<file path="src/verilog/lac_regs.svh">
/*
 * register offsets, field positions, reset values and link constants
 * for the lane alignment transmitter. assumes a word-addressed wishbone
 * slave with byte addresses on adr.
 */
`ifndef LAC_REGS_SVH
`define LAC_REGS_SVH

`define LAC_OFS_CAP0 8'h00
`define LAC_OFS_CAP1 8'h04
`define LAC_OFS_CAP2 8'h08
`define LAC_OFS_CAP3 8'h0C
`define LAC_OFS_CAP4 8'h10
`define LAC_OFS_CAP5 8'h14
`define LAC_OFS_CTRL 8'h18
`define LAC_OFS_ERR 8'h1C
`define LAC_OFS_STAT 8'h20

`define LAC_CTRL_EN_BIT 0
`define LAC_CTRL_SCR_BIT 1
`define LAC_ERR_SYNC_BIT 2
`define LAC_ERR_UNDER_BIT 3
`define LAC_CTRL_RESET 2'h0

`define LAC_K_GRP 8'hBC
`define LAC_K_MF 8'h1C
`define LAC_K_CFG 8'h9C
`define LAC_K_END 8'h7C
`define LAC_ILAS_MF 2'h3
`define LAC_CFG_OCTETS 14
`define LAC_SCR_SEED 15'h7F80

`endif

</file>
<file path="src/verilog/lac_pkg.sv">
/*
 * types shared by the lane alignment transmitter files.
 * assumes lac_regs.svh is available on the include path.
 */
package lac_pkg;

	typedef enum logic [3:0] {
		LAC_ST_IDLE = 4'h1,
		LAC_ST_SYNC = 4'h2,
		LAC_ST_ILAS = 4'h4,
		LAC_ST_DATA = 4'h8
	} lac_state_t;

	typedef struct packed {
		logic [31:0] data;
		logic [3:0] kflag;
	} lac_lane_word_t;

	typedef struct packed {
		logic [7:0] adr;
		logic [31:0] dat;
		logic [3:0] sel;
		logic we;
	} lac_wb_req_t;

endpackage

</file>
<file path="src/verilog/lac_tx.sv">
/*
 * lane alignment transmitter: group sync, four alignment multiframes with
 * configuration octets in the second, then user data, optionally
 * scrambled. registers on classic wishbone.
 * assumes sync_n arrives from a pin; user data from core_clk logic.
 */
// Behaviour
// - second multiframe opens with start then configuration-start 0x9C.
// - fourteen configuration octets sent, also held in readable words.
// - readable configuration words equal the built link parameters.
// - unscrambled user data follows the final alignment-end character.
// - with scrambling on, user data is scrambled after alignment.
// - interrupt stays low unless a link error is detected.
// - error bits 2 and 3 stay zero without fault; one marks error.
// - every alignment multiframe starts with 0x1C.
// - every alignment multiframe ends with 0x7C.
// - control flag set for every control character octet.
// - while sync requested, every octet is 0xBC.
`timescale 1ns/1ps
`include "lac_regs.svh"

module lac_tx #(
	parameter logic [7:0] CFG_DID = 8'h00,
	parameter logic [3:0] CFG_BID = 4'h0,
	parameter logic [4:0] CFG_LID = 5'h00,
	parameter logic [4:0] CFG_L_M1 = 5'h03,
	parameter logic [7:0] CFG_F_M1 = 8'h01,
	parameter logic [4:0] CFG_K_M1 = 5'h0F,
	parameter logic [7:0] CFG_M_M1 = 8'h03,
	parameter logic [4:0] CFG_N_M1 = 5'h0F,
	parameter logic [4:0] CFG_NT_M1 = 5'h0F,
	parameter logic [4:0] CFG_S_M1 = 5'h00,
	parameter logic [2:0] CFG_SUBCLASS = 3'h1,
	parameter logic [2:0] CFG_VERSION = 3'h1,
	parameter logic [7:0] FRAMES_PER_MF = 8'd16
) (
	input wire logic core_clk,
	input wire logic arst_n,
	input wire logic clk_en,
	input wire logic sync_n,
	input wire logic [31:0] user_data,
	input wire logic user_valid,
	output logic user_ready,
	output logic [31:0] lane_coding_bus,
	output logic [3:0] control_char_flag,
	output logic link_irq_out,
	input wire logic wb_cyc_i,
	input wire logic wb_stb_i,
	input wire logic wb_we_i,
	input wire logic [7:0] wb_adr_i,
	input wire logic [31:0] wb_dat_i,
	input wire logic [3:0] wb_sel_i,
	output logic [31:0] wb_dat_o,
	output logic wb_ack_o
);

	////////////////////////////////////////////////////////////////////////
	// configuration octets, fixed at build time

	localparam logic [7:0] OCT0 = CFG_DID;
	localparam logic [7:0] OCT1 = {4'h0, CFG_BID};
	localparam logic [7:0] OCT2 = {3'h0, CFG_LID};
	localparam logic [7:0] OCT3 = {3'h0, CFG_L_M1};
	localparam logic [7:0] OCT4 = CFG_F_M1;
	localparam logic [7:0] OCT5 = {3'h0, CFG_K_M1};
	localparam logic [7:0] OCT6 = CFG_M_M1;
	localparam logic [7:0] OCT7 = {3'h0, CFG_N_M1};
	localparam logic [7:0] OCT8 = {CFG_SUBCLASS, CFG_NT_M1};
	localparam logic [7:0] OCT9 = {CFG_VERSION, CFG_S_M1};
	localparam logic [7:0] OCT10 = 8'h00;
	localparam logic [7:0] OCT11 = 8'h00;
	localparam logic [7:0] OCT12 = 8'h00;
	// checksum: octets 0 to 9 summed, mod 256
	localparam logic [7:0] OCT13 = OCT0 + OCT1 + OCT2 + OCT3 + OCT4 + OCT5 +
		OCT6 + OCT7 + OCT8 + OCT9;
	localparam logic [31:0] CAP0 = {OCT3, OCT2, OCT1, OCT0};
	localparam logic [31:0] CAP1 = {OCT7, OCT6, OCT5, OCT4};
	localparam logic [31:0] CAP2 = {OCT11, OCT10, OCT9, OCT8};
	localparam logic [31:0] CAP3 = {16'h0, OCT13, OCT12};
	localparam logic [31:0] CAP4 = {24'h0, FRAMES_PER_MF};
	localparam logic [31:0] CAP5 = {27'h0, CFG_L_M1};
	localparam logic [7:0] WORDS_PER_MF = FRAMES_PER_MF;

	////////////////////////////////////////////////////////////////////////
	// sync_n input synchroniser

	logic sync_meta_q;
	logic sync_req_q;

	// only sync_req_q is read; the first stage may be metastable

	always_ff @(posedge core_clk or negedge arst_n) begin
		if (!arst_n) begin
			sync_meta_q <= 1'b0;
			sync_req_q <= 1'b0;
		end else if (clk_en) begin
			sync_meta_q <= ~sync_n;
			sync_req_q <= sync_meta_q;
		end
	end

	////////////////////////////////////////////////////////////////////////
	// control registers

	logic [1:0] ctrl_q;
	logic [3:0] err_q;
	lac_pkg::lac_state_t state_q;
	lac_pkg::lac_state_t state_d;
	logic [1:0] mf_q;
	logic [7:0] word_q;
	logic scr_on_q;

	wire link_en = ctrl_q[`LAC_CTRL_EN_BIT];
	wire mf_last = (word_q == WORDS_PER_MF - 8'd1);
	wire ilas_done = (state_q == lac_pkg::LAC_ST_ILAS) && mf_last &&
		(mf_q == `LAC_ILAS_MF);
	wire in_data = (state_q == lac_pkg::LAC_ST_DATA);
	// errors only count while user data is flowing
	wire sync_lost = in_data && sync_req_q;
	wire underrun = in_data && !user_valid && !sync_req_q;

	always_comb begin
		case (state_q)
			lac_pkg::LAC_ST_IDLE:
				state_d = link_en ? lac_pkg::LAC_ST_SYNC : lac_pkg::LAC_ST_IDLE;
			lac_pkg::LAC_ST_SYNC:
				state_d = sync_req_q ? lac_pkg::LAC_ST_SYNC : lac_pkg::LAC_ST_ILAS;
			lac_pkg::LAC_ST_ILAS:
				state_d = ilas_done ? lac_pkg::LAC_ST_DATA : lac_pkg::LAC_ST_ILAS;
			lac_pkg::LAC_ST_DATA:
				state_d = lac_pkg::LAC_ST_DATA;
			default:
				state_d = lac_pkg::LAC_ST_IDLE;
		endcase
		if (!link_en) begin
			state_d = lac_pkg::LAC_ST_IDLE;
		end else if (sync_req_q && state_q != lac_pkg::LAC_ST_IDLE) begin
			state_d = lac_pkg::LAC_ST_SYNC;
		end
	end

	always_ff @(posedge core_clk or negedge arst_n) begin
		if (!arst_n) begin
			state_q <= lac_pkg::LAC_ST_IDLE;
			mf_q <= 2'h0;
			word_q <= 8'h0;
			scr_on_q <= 1'b0;
		end else if (clk_en) begin
			state_q <= state_d;
			if (state_d != lac_pkg::LAC_ST_ILAS ||
				state_q != lac_pkg::LAC_ST_ILAS) begin
				mf_q <= 2'h0;
				word_q <= 8'h0;
			end else if (mf_last) begin
				word_q <= 8'h0;
				mf_q <= mf_q + 2'h1;
			end else begin
				word_q <= word_q + 8'h1;
			end
			// scramble mode latched when alignment starts
			// a later change of the scramble bit waits for the next resync
			if (state_q == lac_pkg::LAC_ST_SYNC) begin
				scr_on_q <= ctrl_q[`LAC_CTRL_SCR_BIT];
			end
		end
	end

	////////////////////////////////////////////////////////////////////////
	// lane word selection

	logic [31:0] scr_out;
	lac_pkg::lac_lane_word_t ilas_w;
	lac_pkg::lac_lane_word_t next_w;

	lac_scrambler u_scr (
		.core_clk(core_clk),
		.arst_n(arst_n),
		.adv(clk_en && in_data && user_valid),
		.din(user_data),
		.dout(scr_out)
	);

	// octet 0 of the word is sent first (bits 7:0)
	always_comb begin
		ilas_w.data = {user_data[31:8], 8'h00};
		ilas_w.kflag = 4'h0;
		ilas_w.data = {word_q, 6'h0, mf_q, word_q, 6'h0, mf_q};
		if (word_q == 8'h0) begin
			ilas_w.data[7:0] = `LAC_K_MF;
			ilas_w.kflag[0] = 1'b1;
		end
		if (mf_q == 2'h1 && word_q == 8'h0) begin
			ilas_w.data[15:8] = `LAC_K_CFG;
			ilas_w.kflag[1] = 1'b1;
			ilas_w.data[31:16] = CAP0[15:0];
		end
		if (mf_q == 2'h1) begin
			case (word_q)
				8'h01: ilas_w.data = {CAP1[15:0], CAP0[31:16]};
				8'h02: ilas_w.data = {CAP2[15:0], CAP1[31:16]};
				8'h03: ilas_w.data = {CAP3[15:0], CAP2[31:16]};
				default: ;
			endcase
		end
		if (mf_last) begin
			ilas_w.data[31:24] = `LAC_K_END;
			ilas_w.kflag[3] = 1'b1;
		end
	end

	always_comb begin
		next_w.data = {4{`LAC_K_GRP}};
		next_w.kflag = 4'h0;
		case (state_q)
			lac_pkg::LAC_ST_SYNC: begin
				next_w.data = {4{`LAC_K_GRP}};
				next_w.kflag = 4'hF;
			end
			lac_pkg::LAC_ST_ILAS: begin
				next_w = ilas_w;
			end
			lac_pkg::LAC_ST_DATA: begin
				// user data right after last end character
				next_w.data = scr_on_q ? scr_out : user_data;
				next_w.kflag = 4'h0;
			end
			default: begin
				next_w.data = 32'h0;
				next_w.kflag = 4'h0;
			end
		endcase
		if (sync_req_q) begin
			next_w.data = {4{`LAC_K_GRP}};
			next_w.kflag = 4'hF;
		end
	end

	always_ff @(posedge core_clk or negedge arst_n) begin
		if (!arst_n) begin
			lane_coding_bus <= 32'h0;
			control_char_flag <= 4'h0;
			user_ready <= 1'b0;
		end else if (clk_en) begin
			lane_coding_bus <= next_w.data;
			control_char_flag <= next_w.kflag;
			// ready marks the cycle whose user word the lane takes
			user_ready <= (state_d == lac_pkg::LAC_ST_DATA);
		end
	end

	////////////////////////////////////////////////////////////////////////
	// wishbone slave

	lac_pkg::lac_wb_req_t req;
	assign req = '{adr: wb_adr_i, dat: wb_dat_i, sel: wb_sel_i, we: wb_we_i};

	// one ack per request: a held strobe is not taken twice
	wire acc = wb_cyc_i && wb_stb_i && !wb_ack_o;
	wire wr_ctrl = acc && req.we && req.sel[0] && (req.adr == `LAC_OFS_CTRL);
	wire wr_err = acc && req.we && req.sel[0] && (req.adr == `LAC_OFS_ERR);
	wire [3:0] err_set = {underrun, sync_lost, 2'b00};
	// capture words come from build-time constants only
	wire [31:0] rd_mux =
		(req.adr == `LAC_OFS_CAP0) ? CAP0 :
		(req.adr == `LAC_OFS_CAP1) ? CAP1 :
		(req.adr == `LAC_OFS_CAP2) ? CAP2 :
		(req.adr == `LAC_OFS_CAP3) ? CAP3 :
		(req.adr == `LAC_OFS_CAP4) ? CAP4 :
		(req.adr == `LAC_OFS_CAP5) ? CAP5 :
		(req.adr == `LAC_OFS_CTRL) ? {30'h0, ctrl_q} :
		(req.adr == `LAC_OFS_ERR) ? {28'h0, err_q} :
		(req.adr == `LAC_OFS_STAT) ? {26'h0, mf_q, state_q} : 32'h0;

	always_ff @(posedge core_clk or negedge arst_n) begin
		if (!arst_n) begin
			ctrl_q <= `LAC_CTRL_RESET;
			err_q <= 4'h0;
			wb_ack_o <= 1'b0;
			wb_dat_o <= 32'h0;
			link_irq_out <= 1'b0;
		end else if (clk_en) begin
			wb_ack_o <= acc;
			wb_dat_o <= acc ? rd_mux : 32'h0;
			if (wr_ctrl) begin
				ctrl_q <= req.dat[1:0];
			end
			// error bits, set wins over write-one-clear
			err_q <= (err_q & ~(wr_err ? req.dat[3:0] : 4'h0)) | err_set;
			// irq only from a detected error
			link_irq_out <= |((err_q & ~(wr_err ? req.dat[3:0] : 4'h0)) |
				err_set);
		end
	end

	// capture words have no write path

endmodule // lac_tx

</file>
<file path="src/verilog/lac_scrambler.sv">
/*
 * self-synchronous 1 + x^14 + x^15 scrambler, one 32-bit word a cycle.
 * assumes the caller holds adv low while the word is not consumed.
 */
`timescale 1ns/1ps
`include "lac_regs.svh"

module lac_scrambler (
	input wire logic core_clk,
	input wire logic arst_n,
	input wire logic adv,
	input wire logic [31:0] din,
	output logic [31:0] dout
);

	logic [14:0] state_q;
	logic [14:0] state_d;
	logic [31:0] mix;

	// msb first, each output bit feeds the state
	always_comb begin
		state_d = state_q;
		mix = 32'h0;
		for (int i = 31; i >= 0; i--) begin
			mix[i] = din[i] ^ state_d[14] ^ state_d[13];
			state_d = {state_d[13:0], mix[i]};
		end
	end

	assign dout = mix;

	always_ff @(posedge core_clk or negedge arst_n) begin
		if (!arst_n) begin
			state_q <= `LAC_SCR_SEED;
		end else if (adv) begin
			state_q <= state_d;
		end
	end

endmodule // lac_scrambler

</file>
<file path="config.mk">
export PLATFORM = sky130hd
export DESIGN_NAME = lac_tx
export DESIGN_NICKNAME = d
export VERILOG_FILES = /design/src/verilog/lac_pkg.sv /design/src/verilog/lac_tx.sv /design/src/verilog/lac_scrambler.sv
export VERILOG_INCLUDE_DIRS = /design/src /design/src/verilog
export SDC_FILE = /design/constraint.sdc
export NUM_CORES = 1
export LEC_CHECK = 0
export BUFFER_PORTS_ARGS = -buffer_cell sky130_fd_sc_hd__buf_2
export CAP_MARGIN = 30
export CORE_ASPECT_RATIO = 0.5
export CORE_MARGIN = 1.5
export CORE_UTILIZATION = 35
export CTS_BUF_LIST = sky130_fd_sc_hd__clkbuf_2 sky130_fd_sc_hd__clkbuf_4 sky130_fd_sc_hd__clkbuf_8
export DETAILED_ROUTE_END_ITERATION = 7
export GPL_TIMING_DRIVEN = 1
export HOLD_SLACK_MARGIN = 0.12
export PLACE_DENSITY = 0.65
export SYNTH_ARGS = -nofsm -noshare
export SYNTH_HDL_FRONTEND = slang
export SYNTH_SLANG_ARGS = --single-unit
export TNS_END_PERCENT = 1
</file>
<file path="constraint.sdc">
create_clock -name core_clk -period 3 [get_ports core_clk]
set_input_delay 0.15 -clock core_clk [delete_from_list [all_inputs] [get_ports core_clk]]
set_output_delay 0.15 -clock core_clk [all_outputs]
set_load 0.02 [all_outputs]
</file>
==> results of run 1 <==
cell families after synthesis:
family / after synthesis / synth area share [%]
multiplexers: 15 / 2.78
flip-flops: 88 / 38.8
adder cells (fa/ha/maj): 6 / 1.31
AO/OA/AOI/OAI: 152 / 18.1
XOR/XNOR: 108 / 17.5
AND/OR/NAND/NOR: 166 / 14.2
other: 1 / 0.0657
buffers and inverters: 83 / 7.21
how the worst max path moves through the flow:
stage	endpoint	slack (ns)	cells after the start
3_5_place_dp	lane_coding_bus[25]$_DFFE_PN0P_	0.76	7
5_1_grt	lane_coding_bus[2]$_DFFE_PN0P_	0.51	6
2_1_floorplan	lane_coding_bus[0]$_DFFE_PN0P_	0.85	7
6_report	lane_coding_bus[9]$_DFFE_PN0P_	0.67	6
4_1_cts	lane_coding_bus[9]$_DFFE_PN0P_	0.71	6
3_3_place_gp	lane_coding_bus[2]$_DFFE_PN0P_	0.80	6
registers in the layout, summed over array words and instances (netlist names), 4 cells and up:
register / flops
state_q: 4
err_q: 4
lane_coding_bus: 32
u_scr.state_q: 15
word_q: 8
control_char_flag: 4
wb_dat_o: 11
report_power, final:
part / switching (uW) / internal (uW) / leakage [uW]
Clock: 471 / 309 / 0.0000902
Sequential: 83.9 / 1280 / 0.00112
Combinational: 573 / 364 / 0.00182
per-stage QoR:
stage	setup slack [ns]	instance area, um2	total power (uW)
after detailed placement	0.764	6340	2310
after CTS	0.707	6690	3100
final	0.670	6710	3080
after floorplan	0.852	5760	1980
after global routing	0.509	6710	3260
after global placement	0.801	6340	2290
cell usage after synthesis, types with 3 or more instances:
master     count
a22oi_1        8
dfstp_2        9
nand2b_1       7
mux2_2         7
clkbuf_1      36
o2bb2ai_1     18
dfrtp_1       79
nor2_1        48
a21boi_0       6
nor4b_1        3
xor2_1        30
a221oi_1       4
and3_1         3
nand4_1        5
a21o_1        10
o21a_1         3
buf_4         21
a41oi_1        3
nor3_1         7
o21ai_0       30
o22ai_1        3
nor2b_1        3
nand3_1       10
a31oi_1        7
o22a_1         3
buf_2          5
mux2i_1        8
ha_1           6
nand2_1       60
inv_1         16
a21oi_1       32
o221ai_1       7
xnor3_1        4
xnor2_1       74
and2_1         3
layer usage:
metal,vias up,GRT usage [%],wire length [um]
li1,2309,-,-
met1,2393,26.9,7420
met2,165,30.0,7180
met3,13,4.28,952
met4,0,4.37,145
met5,-,0,0
area by class of cell:
cell class              instances  share of cell area (%)
multi-input cells             460                    46.8
well taps                     221                    4.12
clock buffers                   9                    1.85
inverters                      17                   0.951
flip-flops and latches         88                    33.0
repair buffers                140                    12.5
clock inverters                 7                   0.839
critical path, stage by stage, from the launching register on:
cell and delay, ns:
dfrtp_1 0.59, xor2_1 0.27, o2111ai_1 0.19, nand2b_1 0.35
a311oi_1 0.60, a22oi_1 0.15, o21ai_0 0.10
==> flow_summary.ini, run 1 <==
[placement]
hpwl_um = 11700
routabilityCongestion = 0.925
dpl.cell_count = 909
portBuffers = 110

[routing]
num_vias = 4880
totalWireLength_um = 15700
drt_iter0_markers = 437
drc = 0
firstDrtPassIters = 5
route.antenna.remaining_nets = 0
vias_per_cell = 5.18
post_drt_wl_per_cell_um = 16.7

[yosys]
yosys.area.top_type_share_pct = 34.6
yosysUniqueCellTypes = 65
synthTopCellsByArea = dfrtp_1, xnor2_1, xor2_1, dfstp_2, nand2_1
syn_avg_cell_area_um2 = 9.23
syn_area_mm2 = 0.00571
synth_warnings = 0
ys_seq_area_share_pct = 38.8
synthCells = 619
ys_ff_latch = 88
synth-main-ff-cell = dfrtp_1
synth_area_leader_cell = dfrtp_1
async_reset_ff_share_pct = 100
synth_edf_count = 0

[power]
vdd_drop_max_mv = 0.186
p_leak_uw = 0.00303
power.density_mw_per_mm2 = 459

[worst_setup_path]
crit_path_start_kind = flip-flop
reg2reg_depth = 6
crit_required_ns = 3.30
end_kind = flip-flop
worstSetupPathType = reg -> reg
reg2reg_to = lane_coding_bus[9]$_DFFE_PN0P_
cp_data_arrival_time_ns = 2.63
crit_start = state_q[2]$_DFFE_PN0P_
r2r_start = state_q[2]$_DFFE_PN0P_
ff2ff_setup_slack_ns = 0.67
cp_max_fo = 10

[clocking]
cts_buffers = 9
clkSinkCount = 88
path_clk_slew_ns = 0.09
worst_skew_pair.late_latency_ns = 0.38
cts.repair.resized = 0
clockBufferDepth = 2
cts_tree = yes
post_cts_buffers = 0
cts_hold_buffers = 16
h-tree-depth = 3
cts_root_buf = clkbuf_8

[floorplanning]
die_y_um = 93.3
die_w_um = 184
pin_count = 155
design.core.area_mm2 = 0.0157
dieArea_mm2 = 0.0171
start_util_pct = 36.4
rows = 32

[hold_path]
hold_end = lane_coding_bus[9]$_DFFE_PN0P_
worstHoldStart = user_data[9]
hold_depth = 3
hp-class = in -> reg

[timing]
timing.fmax_mhz = 429
drv_slew = 0
rsz0062_at_grt = false
fin_crit_sh_pct = 77.7
slew_headroom_pct = 51.6
skew_ns = 0.0105
tightestPinTransition_ns = 0.716
fin_hold_ws_ns = 0.125
setup_viol = 0
period_minus_slack_ns = 2.33
tns_ns = 0
final_hold_viol_count = 0

[final_layout]
final_cells = 942
final.fill_count = 1564
drive_gt1_share_pct = 23.0
multi_input_area_mm2 = 0.00314
regArea_mm2 = 0.00221
mostFrequentLayoutCell = buf_2
layout_common_cells = buf_2, dfrtp_1, xnor2_1
layout-area-overhead-vs-synth_pct = 17.5
diodes = 0
utilization_pct = 42.8
nets = 806

[global_route]
antenna_found_initial = 0
overflow = 0
grt_pass1_wl_um = 24900
grt.total_usage_pct = 19.1
first_global_vias = 4607
grt_max_degree = 70

[run_status]
status = complete, no violations

[job]
max_cap_violations = 0
(Power assumes the default switching activity.)
==> run 2: changes to the inputs <==
--- a/config.mk
+++ b/config.mk
@@ -6,6 +6,7 @@
 export SDC_FILE = /design/constraint.sdc
 export NUM_CORES = 1
 export LEC_CHECK = 0
+export ABC_AREA = 1
 export BUFFER_PORTS_ARGS = -buffer_cell sky130_fd_sc_hd__buf_2
 export CAP_MARGIN = 30
 export CORE_ASPECT_RATIO = 0.5
==> constraint.sdc (replaced) <==
create_clock -name core_clk -period 2.2 [get_ports core_clk]
set_input_delay 0.11 -clock core_clk [delete_from_list [all_inputs] [get_ports core_clk]]
set_output_delay 0.11 -clock core_clk [all_outputs]
set_load 0.02 [all_outputs]
==> run 2 against run 1 <==
Against the previous run: combinational power rose by 14%; clock skew rose by 0.0014 ns; clock power rose by 31%; sequential share of layout area barely moved; count of clock-buffer cells in the layout did not move; largest power group unchanged; core utilization fell by 0.056 points.
==> flow_summary.ini, run 2 <==
[run_status]
status = complete, no violations

[floorplanning]
start_util_pct = 36.5
dieArea_mm2 = 0.0172
die_w_um = 184
pin_count = 155
die_y_um = 93.5
design.core.area_mm2 = 0.0157
rows = 32

[power]
comb_power_share_pct = 27.3
switching_share_pct = 36.0
p_leak_uw = 0.00352
clockPowerShare_pct = 26.2
power.density_mw_per_mm2 = 583
seqPwrFrac_pct = 46.5
vdd_drop_max_mv = 0.307
internal_power_uw = 2500
p_sw_uw = 1410

[timing]
tns_ns = 0
drv_slew = 0
period_minus_slack_ns = 2.02
slew_headroom_pct = 64.7
rsz0062_at_grt = false
fin_ws_ns = 0.181
fin_hold_ws_ns = 0.137
setup_viol = 0
tightestPinTransition_ns = 0.525
fin_crit_sh_pct = 91.8
final_hold_viol_count = 0
timing.fmax_mhz = 495
skew_ns = 0.0119

[final_layout]
layout-area-overhead-vs-synth_pct = 17.0
nets = 982
drive_gt1_share_pct = 21.5
utilization_pct = 42.7
diodes = 0
layout_common_cells = nand2_1, buf_2, dfrtp_1
mostFrequentLayoutCell = nand2_1
largest_register = lane_coding_bus
largest_reg_flops = 32
reg_top3 = lane_coding_bus (32), u_scr.state_q (15), wb_dat_o (11)

[hold_path]
worstHoldStart = wb_adr_i[5]
hp-class = in -> reg
hold_end = wb_dat_o[10]$_DFFE_PN0P_
hold_depth = 4

[worst_setup_path]
crit_required_ns = 2.45
cp_data_arrival_time_ns = 2.27
slowest_delay_ns = 0.59
reg2reg_depth = 11
ff2ff_setup_slack_ns = 0.18
end_kind = flip-flop
crit_chain = inv_1 -> nand2_1 -> nand3_1 -> nand2_1 -> nand2_1 -> nand3_1 -> nand2_1 -> o21ai_0 -> nand3_1 -> nand2_1 -> nand2_1
cp_max_fo = 5
reg2reg_to = lane_coding_bus[15]$_DFFE_PN0P_
worstSetupPathType = reg -> reg
crit_path_start_kind = flip-flop
crit_top_cell = nand2_1
crit_slowest_cell = dfstp_2
r2r_start = u_scr.state_q[12]$_DFFE_PN1P_

[global_route]
grt.total_usage_pct = 19.9
first_global_vias = 5261
grt_pass1_wl_um = 26700
grt_max_degree = 52
antenna_found_initial = 0
overflow = 0

[yosys]
synth_warnings = 0
yosysMostFrequentCell = nand2_1
synth_fa_ha_area_share_pct = 1.31
synth-main-ff-cell = dfrtp_1
yosys.area.top_type_share_pct = 34.5
syn_area_mm2 = 0.00573
ys_seq_area_share_pct = 38.6
synth_edf_count = 0
syn_avg_cell_area_um2 = 7.32
muxShareOfSynthArea_pct = 0
synth_top_family_by_area = simple AND/OR/NAND/NOR gates
synth.top_cells.by_count = nand2_1, dfrtp_1, inv_1, nor2_1, o21ai_0
ys_ff_latch = 88
synthXorXnorAreaFrac_pct = 7.66
yosysUniqueCellTypes = 48
synthCells = 783
yosys.area_share.simple_pct = 28.5
synthTopCellsByArea = dfrtp_1, nand2_1, o21ai_0, inv_1, nor2_1
synth_area_leader_cell = dfrtp_1
synth-compound-area-share_pct = 13.9
async_reset_ff_share_pct = 100

[routing]
num_vias = 5395
totalWireLength_um = 16300
drc = 0
post_drt_wl_per_cell_um = 14.6
vias_per_cell = 4.83
route.antenna.remaining_nets = 0
firstDrtPassIters = 5
drt_iter0_markers = 335

[clocking]
cts_root_buf = clkbuf_8
clockBufferDepth = 2
path_clk_slew_ns = 0.10
cts_tree = yes
cts_buffers = 9
clkSinkCount = 88
worst_skew_pair.late_latency_ns = 0.37
h-tree-depth = 3

[placement]
dp_slack_ns = 0.238
hpwl_um = 12600
portBuffers = 110
routabilityCongestion = 0.896

[job]
max_cap_violations = 0
==> run 2: cell count changes after synthesis, sizes merged, moves of 9 or more <==
cell	previous run	this run
nor2	49	76
a21o	10	1
nand3	10	53
a21oi	32	46
clkbuf	36	12
inv	16	81
o2bb2ai	18	0
nand2	60	227
xnor2	74	14
o21ai	32	72
==> run 2: per-stage QoR <==
stage	power (uW)	cell area (um2)	instances
detailed placement	2900	6440	1093
finish	3910	6700	1117
global placement	2880	6440	1093
floorplan	2570	5780	795
global route	4140	6700	1117
CTS	3940	6700	1117
==> run 2: kinds of logic after synthesis <==
family          Yosys count
simple gates            376
compound gates          140
buf+inv                 127
flops                    88
xor+xnor                 45
fa+ha+maj                 6
other cells               1
==> run 2: worst max-delay path by stage <==
stage                     cells after the start  slack [ns]                           from                               to
after global routing                         11        0.01  u_scr.state_q[12]$_DFFE_PN1P_  lane_coding_bus[15]$_DFFE_PN0P_
final                                        11        0.18  u_scr.state_q[12]$_DFFE_PN1P_  lane_coding_bus[15]$_DFFE_PN0P_
after floorplan                              13        0.51          word_q[0]$_DFFE_PN0P_              mf_q[1]$_DFFE_PN0P_
after global placement                       10        0.26   u_scr.state_q[8]$_DFFE_PN1P_  lane_coding_bus[10]$_DFFE_PN0P_
after detailed placement                     11        0.24  u_scr.state_q[12]$_DFFE_PN1P_  lane_coding_bus[15]$_DFFE_PN0P_
after CTS                                    11        0.21  u_scr.state_q[12]$_DFFE_PN1P_  lane_coding_bus[15]$_DFFE_PN0P_
==> run 2: layout make-up <==
cell class,instances,area (um2)
Multi-Input combinational cell,580,3000
Clock buffer,9,124
Tap cell,221,277
Fill cell,1641,8990
Inverter,84,318
Sequential cell,88,2210
Clock inverter,6,42.5
Timing Repair Buffer,129,731
==> run 2: worst max-delay path: cells and delay by family, from the launching register on <==
kind / cells / cell delay (ns)
buf+inv: 1 / 0.08
simple gates: 9 / 0.92
compound gates: 1 / 0.31
flops: 1 / 0.59
==> run 2: power by group through the flow <==
stage          Sequential [uW]  Combinational (uW)  Clock (uW)
2_1_floorplan             1910                 665           0
3_3_place_gp              1840                1040           0
3_5_place_dp              1850                1050           0
4_1_cts                   1820                1070        1060
5_1_grt                   1830                1200        1120
6_report                  1820                1070        1020
==> run 2: per-layer routing <==
layer,global-route usage [%],vias to the layer above,share of wire (%)
met5,0,-,0
met4,5.33,0,1.5
met2,32.8,162,45
li1,-,2694,-
met1,26.8,2519,48
met3,3.54,20,5.9
==> run 2: repair_timing <==
action / 4_1_cts / 5_1_grt
hold buffers: 9 / 0
setup endpoints to repair: 0 / 2
gates resized for setup: 0 / 1
hold endpoints to repair: 48 / 0
buffers inserted: 0 / 0
==> run 3: changes to the inputs <==
--- a/config.mk
+++ b/config.mk
@@ -11,12 +11,12 @@
 export CAP_MARGIN = 30
 export CORE_ASPECT_RATIO = 0.5
 export CORE_MARGIN = 1.5
-export CORE_UTILIZATION = 35
+export CORE_UTILIZATION = 55
 export CTS_BUF_LIST = sky130_fd_sc_hd__clkbuf_2 sky130_fd_sc_hd__clkbuf_4 sky130_fd_sc_hd__clkbuf_8
 export DETAILED_ROUTE_END_ITERATION = 7
 export GPL_TIMING_DRIVEN = 1
 export HOLD_SLACK_MARGIN = 0.12
-export PLACE_DENSITY = 0.65
+export PLACE_DENSITY = 0.91
 export SYNTH_ARGS = -nofsm -noshare
 export SYNTH_HDL_FRONTEND = slang
 export SYNTH_SLANG_ARGS = --single-unit
==> run 3 against run 2 <==
Against the previous run: combinational power about the same; global-route usage grew 9.7 points; clock skew down 0.0027 ns; via count rose by 7.6%; core utilization increased by 23 points; final cell count decreased by 7.1%; register-to-register slack improved by 0.03 ns; highest routed layer unchanged; clock power grew 36%; count of clock-buffer cells in the layout up 1; cell area decreased by 0.22%.
==> flow_summary.ini, run 3 (synthesis gave the netlist of run 2 again) <==
[placement]
routabilityCongestion = 0.964
portBuffers = 110
dp_slack_ns = 0.205
dpl.cell_count = 1013
hpwl_um = 11900

[timing]
fin_hold_ws_ns = 0.142
drv_slew = 0
setup_viol = 0
tns_ns = 0
final_hold_viol_count = 0
skew_ns = 0.00915
fin_crit_sh_pct = 90.2
timing.fmax_mhz = 504
tightestPinTransition_ns = 0.566
slew_headroom_pct = 61.9
period_minus_slack_ns = 1.98
fin_ws_ns = 0.215
rsz0062_at_grt = false

[clocking]
cts_buffers = 9
post_cts_buffers = 0
h-tree-depth = 3
cts_tree = yes
clockBufferDepth = 2
path_clk_slew_ns = 0.09
cts_root_buf = clkbuf_8
clkSinkCount = 88
worst_skew_pair.late_latency_ns = 0.38

[global_route]
overflow = 0
grt_pass1_wl_um = 25400
grt_max_degree = 43
antenna_found_initial = 0
first_global_vias = 5368
grt.total_usage_pct = 29.5

[routing]
vias_per_cell = 5.59
totalWireLength_um = 16000
route.antenna.remaining_nets = 0
wl_met2_um = 7440
drc = 0
post_drt_wl_per_cell_um = 15.4
num_vias = 5804
drt-met1-wl_um = 6590
firstDrtPassIters = 5
wl_met3_um = 1460
drt_iter0_markers = 693
highest_layer = met4

[floorplanning]
design.core.area_mm2 = 0.0102
die_w_um = 147
start_util_pct = 56.3
die_y_um = 75.2
pin_count = 155
rows = 26
dieArea_mm2 = 0.0111

[final_layout]
nets = 983
mostFrequentLayoutCell = nand2_1
layout-area-overhead-vs-synth_pct = 16.7
drive_gt1_share_pct = 21.7
layout_common_cells = nand2_1, buf_2, dfrtp_1
final_cells = 1038
final.fill_count = 818
diodes = 0
multi_input_area_mm2 = 0.00300
largest_reg_flops = 32
reg_top3 = lane_coding_bus (32), u_scr.state_q (15), wb_dat_o (11)
largest_register = lane_coding_bus
regArea_mm2 = 0.00221
utilization_pct = 65.7

[worst_setup_path]
crit_required_ns = 2.47
crit_chain = inv_1 -> nand2_1 -> nand2_1 -> nand2_1 -> nand2_2 -> inv_1 -> nand3_1 -> nand2_1 -> nand2_1 -> nand2_1 -> nand2_1 -> nand2_1 -> nand2_1 -> nand2_1 -> nand2_1 -> nand2_1 -> nand2_1
slowest_delay_ns = 0.58
r2r_start = u_scr.state_q[12]$_DFFE_PN1P_
crit_path_start_kind = flip-flop
reg2reg_to = lane_coding_bus[1]$_DFFE_PN0P_
worstSetupPathType = reg -> reg
reg2reg_depth = 17
cp_max_fo = 5
crit_top_cell = nand2_1
ff2ff_setup_slack_ns = 0.22
cp_data_arrival_time_ns = 2.26
crit_slowest_cell = dfstp_2
end_kind = flip-flop

[hold_path]
hp-class = in -> reg
worstHoldStart = wb_adr_i[5]
hold_depth = 4
hold_end = wb_dat_o[10]$_DFFE_PN0P_

[run_status]
status = complete, no violations

[power]
vdd_drop_max_mv = 0.313
p_leak_uw = 0.00356
power.density_mw_per_mm2 = 643

[job]
max_cap_violations = 0
## run 3: changes by cell type in the layout (fill, tap and decap cells not counted)
cell	change
bufinv_16	+3
clkinv_2	-2
a21oi_1	+1
a21oi_2	-1
buf_4	+1
clkbuf_4	+1
clkinvlp_4	-1
nand2_1	-1
nand2_2	+1
o21ai_0	-1
o21ai_1	+1
## run 3: how the worst max path moves through the flow
stage,from,endpoint,slack [ns],cells after the start
after floorplan,word_q[0]$_DFFE_PN0P_,mf_q[1]$_DFFE_PN0P_,0.51,13
after global placement,u_scr.state_q[8]$_DFFE_PN1P_,lane_coding_bus[10]$_DFFE_PN0P_,0.27,10
after detailed placement,u_scr.state_q[8]$_DFFE_PN1P_,lane_coding_bus[10]$_DFFE_PN0P_,0.21,10
after CTS,u_scr.state_q[8]$_DFFE_PN1P_,lane_coding_bus[10]$_DFFE_PN0P_,0.19,10
after global routing,u_scr.state_q[12]$_DFFE_PN1P_,lane_coding_bus[1]$_DFFE_PN0P_,0.02,17
final,u_scr.state_q[12]$_DFFE_PN1P_,lane_coding_bus[1]$_DFFE_PN0P_,0.22,17
## run 3: stage by stage
step | power, uW | instance area [um2]
2_1_floorplan | 2570 | 5780
5_1_grt | 4480 | 6690
6_report | 4300 | 6690
3_3_place_gp | 2850 | 6350
3_5_place_dp | 2890 | 6350
4_1_cts | 4270 | 6690
## run 3: repair_timing
action	CTS	global route
gates resized for setup	0	2
setup endpoints to repair	0	2
hold endpoints to repair	50	0
hold buffers	9	0
## run 3: cell type report
cell class,instances,area share (%)
multi-input cells,580,44.8
flip-flops and latches,88,33.1
repair buffers,130,11.0
inverters,84,4.75
well taps,140,2.62
clock buffers,10,1.96
clock inverters,6,1.72
## run 3: routing by layer
| metal | vias to the layer above | global-route usage [%] |
|---|---|---|
| met5 | - | 0 |
| met4 | 0 | 11.7 |
| met3 | 66 | 7.15 |
| met2 | 315 | 48.9 |
| met1 | 2722 | 38.3 |
| li1 | 2701 | - |
## run 3: critical path: cells and delay by family, from the launching register on
family,cells,cell delay (ns)
buffers and inverters,2,0.16
flip-flops,1,0.58
AND/OR/NAND/NOR,15,1.15
## run 3: power breakdown
part | switching [uW] | internal [uW]
Sequential | 83.5 | 1730
Clock | 616 | 775
Combinational | 733 | 361
Total | 1430 | 2870
